[src/core/fbio_pkg.sv]
// Package for the four-pin I/O port shared with the LCD commons.
// Assumes a 32-bit AHB-Lite register bus and one 125 MHz system clock.
package fbio_pkg;

  // Port geometry
  localparam int PORT_W = 4;  // Number of port pins
  localparam int REG_W = 8;  // Width of each port register
  localparam int SEG_W = 4;  // Width of the segment select field
  localparam int MODE_W = 3;  // Width of the power mode field

  // Register indices; byte address is four times the index
  localparam logic [15:0] IDX_PORT_DATA = 16'hFFDD;  // Port data
  localparam logic [15:0] IDX_PORT_DIR = 16'hFFED;  // Port direction
  localparam logic [15:0] IDX_LCD_CTRL = 16'hFFC0;  // LCD port control
  localparam logic [15:0] IDX_PWR_MODE = 16'hFFC1;  // Power mode

  // Address decode fields
  localparam int ADDR_IDX_LSB = 2;  // Word index starts here
  localparam int ADDR_IDX_MSB = 17;  // Word index ends here

  // Reset values and fixed read values
  localparam logic [REG_W-1:0] PORT_DATA_RST = 8'hF0;  // Data register
  localparam logic [REG_W-1:0] PORT_DIR_RST = 8'hF0;  // Direction register
  localparam logic [SEG_W-1:0] SEG_GPIO = 4'h0;  // All pins are GPIO
  localparam logic [REG_W-1:0] READ_ALL_ONES = 8'hFF;  // Write-only read
  localparam logic [3:0] UPPER_ONES = 4'hF;  // Unused data bits

  // Power mode encodings held in the power mode register
  localparam logic [MODE_W-1:0] MODE_ACTIVE = 3'h0;  // Pins functional
  localparam logic [MODE_W-1:0] MODE_SUBACTIVE = 3'h1;  // Pins functional
  localparam logic [MODE_W-1:0] MODE_SLEEP = 3'h2;  // Pins hold
  localparam logic [MODE_W-1:0] MODE_SUBSLEEP = 3'h3;  // Pins hold
  localparam logic [MODE_W-1:0] MODE_WATCH = 3'h4;  // Pins hold
  localparam logic [MODE_W-1:0] MODE_STANDBY = 3'h5;  // Pins high-Z

  // AHB transfer type bit that marks an active transfer
  localparam int HTRANS_ACTIVE_BIT = 1;

  // Bus data phase states
  typedef enum logic [1:0] {
    BUS_IDLE,
    BUS_WRITE,
    BUS_READ
  } fbio_bus_state_type;

  // Captured address phase
  typedef struct packed {
    logic [31:0] haddr;
    logic hwrite;
  } fbio_req_type;

  // Pin drive pair seen at the pads
  typedef struct packed {
    logic [PORT_W-1:0] out;
    logic [PORT_W-1:0] oe_n;
  } fbio_pad_type;

endpackage : fbio_pkg

[src/core/fbio_sync3.sv]
// Three-flop synchroniser with agreement filter, one lane per bit.
// Assumes the inputs come from pads outside the system clock domain.
`timescale 1ns/100ps
module fbio_sync3 #(
  parameter int WIDTH = 4
) (
  input wire logic i_clk,
  input wire logic i_nrst,
  input wire logic [WIDTH-1:0] i_async,
  output logic [WIDTH-1:0] o_sync
);

  // One chain per bit
  genvar g;
  for (g = 0; g < WIDTH; g++) begin : g_lane
    logic s1_r;  // Metastable stage, read only by s2_r
    logic s2_r;  // Second stage
    logic s3_r;  // Third stage
    logic val_r;  // Accepted level

    // Shift chain
    always_ff @(posedge i_clk) begin
      if (!i_nrst) begin
        s1_r <= 1'b0;
        s2_r <= 1'b0;
        s3_r <= 1'b0;
      end else begin
        s1_r <= i_async[g];
        s2_r <= s1_r;
        s3_r <= s2_r;
      end
    end

    // A change counts only once stages two and three agree
    always_ff @(posedge i_clk) begin
      if (!i_nrst) begin
        val_r <= 1'b0;
      end else if (s2_r == s3_r) begin
        val_r <= s3_r;
      end
    end

    assign o_sync[g] = val_r;
  end

endmodule : fbio_sync3

[src/core/fbio_port.sv]
// Four-pin I/O port with LCD common sharing, AHB-Lite register slave.
// Assumes one 125 MHz clock, pads resolved outside, LCD commons on clock.
//
// Contract
// - Data bits 3..0 hold pin data, upper read 1
// - Output pin reads return latched data bit
// - Input pin reads return sampled pin level
// - Direction 1 drives pin, 0 makes input
// - Data and direction apply only in GPIO
// - Data register resets to F0
// - Direction register resets to F0, all inputs
// - Direction register is write-only, reads all ones
// - Select zero is GPIO, else commons 4..1
// - Standby high-Z, sleeps hold, active modes run
// - Segment select lives in LCD port control
`timescale 1ns/100ps
module fbio_port (
  input wire logic i_clk,
  input wire logic i_nrst,
  // AHB-Lite slave
  input wire logic i_hsel,
  input wire logic [31:0] i_haddr,
  input wire logic [1:0] i_htrans,
  input wire logic i_hwrite,
  input wire logic [2:0] i_hsize,
  input wire logic [31:0] i_hwdata,
  input wire logic i_hready,
  output logic o_hreadyout,
  output logic o_hresp,
  output logic [31:0] o_hrdata,
  // LCD driver commons, ordered common 4 down to common 1
  input wire logic [fbio_pkg::PORT_W-1:0] i_lcd_common,
  // Pads
  input wire logic [fbio_pkg::PORT_W-1:0] i_pin_in,
  output logic [fbio_pkg::PORT_W-1:0] o_pin_out,
  output logic [fbio_pkg::PORT_W-1:0] o_pin_oe_n
);
  import fbio_pkg::*;

  // Register state
  logic [PORT_W-1:0] data_r;  // Pin output data
  logic [PORT_W-1:0] dir_r;  // Pin direction, 1 is output
  logic [SEG_W-1:0] seg_r;  // Segment select field
  logic [MODE_W-1:0] mode_r;  // Power mode

  // Bus state
  fbio_bus_state_type state_r;  // Data phase in progress
  fbio_req_type req_r;  // Captured address phase
  logic hready_r;  // Ready to the bus
  logic hresp_r;  // Always OKAY
  logic [31:0] hrdata_r;  // Read data

  // Pad state
  fbio_pad_type pad_r;  // Registered pad drive
  fbio_pad_type pad_nxt;  // Pad drive in functional modes

  // Misc nets
  logic [PORT_W-1:0] pin_sync;  // Filtered pin levels
  logic accept;  // Address phase taken this edge
  logic wr_fire;  // Write data phase ends this edge
  logic [15:0] req_idx;  // Word index of captured request
  logic addr_ok;  // Upper address bits are zero
  logic [REG_W-1:0] rd_val;  // Value for a read
  logic gpio_sel;  // Pins serve as GPIO

  // Pad input synchroniser
  // Pin levels reach the read path four edges after a pad change
  fbio_sync3 #(
    .WIDTH(PORT_W)
  ) u_sync (
    .i_clk(i_clk),
    .i_nrst(i_nrst),
    .i_async(i_pin_in),
    .o_sync(pin_sync)
  );

  // Address phase is taken when selected, active and bus ready
  // Transfer size is not decoded; every register is one aligned word
  assign accept = i_hsel & i_htrans[HTRANS_ACTIVE_BIT] & i_hready;
  assign wr_fire = (state_r == BUS_WRITE) && req_r.hwrite;
  assign req_idx = req_r.haddr[ADDR_IDX_MSB:ADDR_IDX_LSB];
  assign addr_ok = (req_r.haddr[31:ADDR_IDX_MSB+1] == '0);

  // Bus state machine; reads take one wait state
  always_ff @(posedge i_clk) begin
    if (!i_nrst) begin
      state_r <= BUS_IDLE;
    end else begin
      case (state_r)
        BUS_IDLE, BUS_WRITE: begin
          // A write data phase may overlap the next address phase
          if (accept) begin
            state_r <= i_hwrite ? BUS_WRITE : BUS_READ;
          end else begin
            state_r <= BUS_IDLE;
          end
        end
        BUS_READ: begin
          // Read data is loaded now, bus goes ready
          state_r <= BUS_IDLE;
        end
        default: begin
          state_r <= BUS_IDLE;
        end
      endcase
    end
  end

  // Capture the address phase
  always_ff @(posedge i_clk) begin
    if (!i_nrst) begin
      req_r <= '0;
    end else if (accept) begin
      req_r.haddr <= i_haddr;
      req_r.hwrite <= i_hwrite;
    end
  end

  // Ready drops for one cycle after a read is taken
  // A write never stalls, so ready stays high for it
  always_ff @(posedge i_clk) begin
    if (!i_nrst) begin
      hready_r <= 1'b1;
      hresp_r <= 1'b0;
    end else begin
      hready_r <= !(accept && !i_hwrite);
      hresp_r <= 1'b0;
    end
  end

  // Read multiplexer
  always_comb begin
    rd_val = '0;
    if (addr_ok) begin
      case (req_idx)
        IDX_PORT_DATA: begin
          // Output pins echo latch, input pins show pad
          rd_val = {UPPER_ONES, (data_r & dir_r) | (pin_sync & ~dir_r)};
        end
        IDX_PORT_DIR: begin
          rd_val = READ_ALL_ONES;
        end
        IDX_LCD_CTRL: begin
          rd_val = {{(REG_W-SEG_W){1'b0}}, seg_r};
        end
        IDX_PWR_MODE: begin
          rd_val = {{(REG_W-MODE_W){1'b0}}, mode_r};
        end
        default: begin
          rd_val = '0;  // Unmapped reads zero
        end
      endcase
    end
  end

  // Read data is loaded in the wait state, after any prior write
  always_ff @(posedge i_clk) begin
    if (!i_nrst) begin
      hrdata_r <= '0;
    end else if (state_r == BUS_READ) begin
      hrdata_r <= {{(32-REG_W){1'b0}}, rd_val};
    end
  end

  // Port data register; upper bits are not stored
  // The upper nibble reads back as ones from the read path
  always_ff @(posedge i_clk) begin
    if (!i_nrst) begin
      data_r <= PORT_DATA_RST[PORT_W-1:0];
    end else if (wr_fire && addr_ok && req_idx == IDX_PORT_DATA) begin
      data_r <= i_hwdata[PORT_W-1:0];
    end
  end

  // Port direction register; upper bits are not stored
  // Only the low nibble is kept; a read never returns it
  always_ff @(posedge i_clk) begin
    if (!i_nrst) begin
      dir_r <= PORT_DIR_RST[PORT_W-1:0];
    end else if (wr_fire && addr_ok && req_idx == IDX_PORT_DIR) begin
      dir_r <= i_hwdata[PORT_W-1:0];
    end
  end

  // LCD port control, segment select field
  always_ff @(posedge i_clk) begin
    if (!i_nrst) begin
      seg_r <= SEG_GPIO;
    end else if (wr_fire && addr_ok && req_idx == IDX_LCD_CTRL) begin
      seg_r <= i_hwdata[SEG_W-1:0];
    end
  end

  // Power mode register
  always_ff @(posedge i_clk) begin
    if (!i_nrst) begin
      mode_r <= MODE_ACTIVE;
    end else if (wr_fire && addr_ok && req_idx == IDX_PWR_MODE) begin
      mode_r <= i_hwdata[MODE_W-1:0];
    end
  end

  // Pin function select
  assign gpio_sel = (seg_r == SEG_GPIO);

  // Per-pin drive in functional modes
  // LCD mode drives the pins even where direction says input
  genvar p;
  for (p = 0; p < PORT_W; p++) begin : g_pin
    always_comb begin
      if (gpio_sel) begin
        // GPIO: data and direction take effect
        pad_nxt.out[p] = data_r[p];
        pad_nxt.oe_n[p] = ~dir_r[p];
      end else begin
        // LCD common drives regardless of direction
        pad_nxt.out[p] = i_lcd_common[p];
        pad_nxt.oe_n[p] = 1'b0;
      end
    end
  end

  // Pad register follows the power mode
  always_ff @(posedge i_clk) begin
    if (!i_nrst) begin
      pad_r.out <= '0;
      pad_r.oe_n <= '1;
    end else begin
      case (mode_r)
        MODE_ACTIVE, MODE_SUBACTIVE: begin
          pad_r <= pad_nxt;
        end
        MODE_STANDBY: begin
          pad_r.oe_n <= '1;
        end
        default: begin
          // Sleep modes hold; undefined codes 6 and 7 hold as well
          pad_r <= pad_r;
        end
      endcase
    end
  end

  // Outputs straight from flops
  assign o_hreadyout = hready_r;
  assign o_hresp = hresp_r;
  assign o_hrdata = hrdata_r;
  assign o_pin_out = pad_r.out;
  assign o_pin_oe_n = pad_r.oe_n;

  // Helper terms for the checks below
  logic rd_data_q;  // Read of data register completes
  logic rd_dir_q;  // Read of direction register completes
  logic run_mode;  // Pins functional
  logic hold_mode;  // Pins retain state
  assign rd_data_q = (state_r == BUS_READ) && addr_ok &&
                     (req_idx == IDX_PORT_DATA);
  assign rd_dir_q = (state_r == BUS_READ) && addr_ok &&
                    (req_idx == IDX_PORT_DIR);
  assign run_mode = (mode_r == MODE_ACTIVE) || (mode_r == MODE_SUBACTIVE);
  assign hold_mode = (mode_r == MODE_SLEEP) || (mode_r == MODE_SUBSLEEP) ||
                     (mode_r == MODE_WATCH);
endmodule : fbio_port

[config.mk]
export PLATFORM = sky130hd
export DESIGN_NAME = fbio_port
export DESIGN_NICKNAME = d
export VERILOG_FILES = /design/src/core/fbio_pkg.sv /design/src/core/fbio_sync3.sv /design/src/core/fbio_port.sv
export SDC_FILE = /design/constraint.sdc
export NUM_CORES = 1
export LEC_CHECK = 0
export BUFFER_PORTS_ARGS = -buffer_cell sky130_fd_sc_hd__clkbuf_2
export CORE_MARGIN = 5
export CORE_UTILIZATION = 53
export CTS_CLUSTER_SIZE = 10
export DETAILED_ROUTE_END_ITERATION = 7
export PLACE_DENSITY = 0.95
export SYNTH_ARGS = -nofsm -noshare
export SYNTH_HDL_FRONTEND = slang
export SYNTH_SLANG_ARGS = --single-unit
[constraint.sdc]
create_clock -name i_clk -period 3.6 [get_ports i_clk]
set_clock_uncertainty 0.2 [all_clocks]
set_input_delay 0.18 -clock i_clk [delete_from_list [all_inputs] [get_ports i_clk]]
set_output_delay 0.18 -clock i_clk [all_outputs]
set_load 0.02 [all_outputs]
==> run metrics <==
Clock Pin Slew Worst Setup and Hold Paths 0.08 ns; Setup violations, final 0; Post-Synthesis Cells 363; RSZ-0062 raised after global routing no; htree depth 3; Post-synth ARST share 0%; crit path max fanout 4; Post-synth EDFFs 0; Yosys top cell area share 47.3%; status completed; multi-input logic area 1530 sq um; top post-synthesis cells by area dfxtp_1, nand2_1, buf_4, a21oi_1, mux2i_1; Pleak 1.74 nW; Die Width 88.9 microns; drt pass-1 iters 5; core box area 5990 sq um; critical path data arrival time 2.15 ns; Die Area 7910 sq um; CTS root buffer clkbuf_8; synthesis-stage register bit count 78; Sequential Area 1560 sq um; CTS tree built; Overflow after GRT 0; vias per cell 5.36; NetSw 422 uW; final hold vios 0; startpoint types flop; top cell type by total area after synthesis dfxtp_1; Setup crit end kind flop; sequential power share 50.0%; FP Rows 28; Final period util 58.7%; fillers 433; Antenna diodes 0; share of cells above drive strength 1 22.8%; Port Buffers 64; Max VDD drop 0.000264 V; cell area after synthesis 3300 sq um; total of max-cap violations 0; final setup TNS 0 ns; Main synth FF type dfxtp_1; max frequency 473 MHz; most frequent cell after synthesis dfxtp_1; measured slew at the worst slew-check pin 1.04 ns; DRC Markers 0; largest net degree at the start of global routing 34; first-pass GRT wire length 13.2 mm; CP required 3.63 ns; final WL 8.36 mm; die height 88.9 microns; number of buffers created by CTS 9; worst rel slew slack 30.7%; synth unique cells 37; post-route ant nets 0; Hold Crit Class input port to flop; initial antenna violation count 0; power share of the clock group 40.8%; area grow syn2layout 27.5%; register area share after synthesis 47.3%; top cells by count, synth dfxtp_1, nand2_1, a21oi_1, buf_4, mux2i_1; Avg Cell Area, Syn 9.10 sq um; DP Wirelength 5.09 mm; Top Ports 124; GPL Wtd Cong 0.867; switching part of the total 23.7%; initial core utilization 55.1%; drt initial violations 273; vias in the first global route 2859; DR WL/cell 15.4 microns; clk_lat worst skew 0.35 ns; Worst Path Class, Setup flop to flop; WHS 0.0948 ns; Max Slew Vio Count 0; internal power 1.36 mW; Synth Warn # 0; fin crit period 2.11 ns; clock sinks 78; Logic pwr share 9.2%; All-Layer GR Usage 22.1%; DR vias 2918; Clock Tree Buf Depth 2; pwr/cell area 423 nW/um^2; nets 546
## worst max-delay path, stage by stage (launching register included)
cell and delay, ns:
dfxtp_1 0.35, nor4_2 0.47, nand4_1 0.27, nor4_4 0.37, mux2i_1 0.28, nor2_1 0.06
## state kept, by name, indices dropped and copies added (netlist names)
register / cells
data_r: 4
dir_r: 4
mode_r: 3
o_hrdata: 5
o_hreadyout: 1
o_pin_oe_n: 4
o_pin_out: 4
req_idx: 16
req_r: 15
seg_r: 4
state_r: 2
u_sync.g_lane.s1_r: 4
u_sync.g_lane.s2_r: 4
u_sync.g_lane.s3_r: 4
u_sync.g_lane.val_r: 4
## through the flow
| step | utilization (%) | power, mW | std cells | area [sq um] | worst slack [ns] |
|---|---|---|---|---|---|
| global route | 70.3 | 1.84 | 544 | 4210 | 1.38 |
| finish | 70.3 | 1.78 | 544 | 4210 | 1.49 |
| global placement | 59.4 | 1.03 | 485 | 3560 | 1.59 |
| detailed placement | 59.4 | 1.03 | 485 | 3560 | 1.55 |
| floorplan | - | 1.01 | 387 | 3390 | 1.72 |
| CTS | 70.3 | 1.78 | 544 | 4210 | 1.51 |
## power groups by stage
stage	Combinational [mW]	Clock (mW)	Sequential, mW
floorplan	0.102	0	0.909
global placement	0.116	0	0.910
detailed placement	0.120	0	0.911
CTS	0.157	0.727	0.891
global route	0.177	0.771	0.894
finish	0.163	0.727	0.892
## worst paths after layout
check	slack (ns)	to	cells past startpoint	from
worst max-delay path	1.49	seg_r[3]	5	req_idx[2]
worst min-delay path	0.09	o_hrdata[0]	3	i_nrst
worst max register to register	1.49	seg_r[3]	5	req_idx[2]
worst min register to register	0.24	u_sync.g_lane[1].s2_r	1	u_sync.g_lane[1].s1_r
## cell usage in the layout (no fill, tap or decap), types with 6 or more instances in the layout
| cell | instances |
|---|---|
| clkbuf_2 | 64 |
| nor2_2 | 8 |
| a21oi_1 | 40 |
| and2_1 | 13 |
| conb_1 | 25 |
| nor4_4 | 6 |
| dfxtp_1 | 78 |
| clkbuf_8 | 10 |
| nand3_1 | 6 |
| nand2_1 | 72 |
| nor2_1 | 18 |
| dlygate4sd3_1 | 43 |
| inv_1 | 8 |
| mux2i_1 | 19 |
## timing repair
item,CTS,global route
setup buffers,0,0
hold endpoints to repair,56,0
hold buffers,43,0
resized for setup,0,0
## cells by family after synthesis
kind of cell | after synthesis | share of synthesized area (%)
flip-flops | 78 | 47.3
other | 1 | 0.114
multiplexers | 23 | 7.12
buffers and inverters | 53 | 9.21
AO/OA/AOI/OAI | 64 | 11.4
AND/OR/NAND/NOR | 144 | 24.9
## layout make-up
type | instances | area share (%)
Tap cell | 75 | 2.23
Inverter | 9 | 0.802
Timing Repair Buffer | 110 | 18.4
Clock buffer | 10 | 3.27
Multi-Input combinational cell | 256 | 36.3
Clock inverter | 6 | 1.99
Sequential cell | 78 | 37.1
## per-layer routing
metal | track usage (%) | part of all wire, % | wire length [microns]
met4 | 13.9 | 4.4 | 370
met5 | 0 | 0 | 0
met2 | 39.5 | 51 | 4290
met3 | 4.98 | 7.0 | 586
met1 | 23.5 | 37 | 3110
Note: power is estimated with default switching activity, not from simulation.
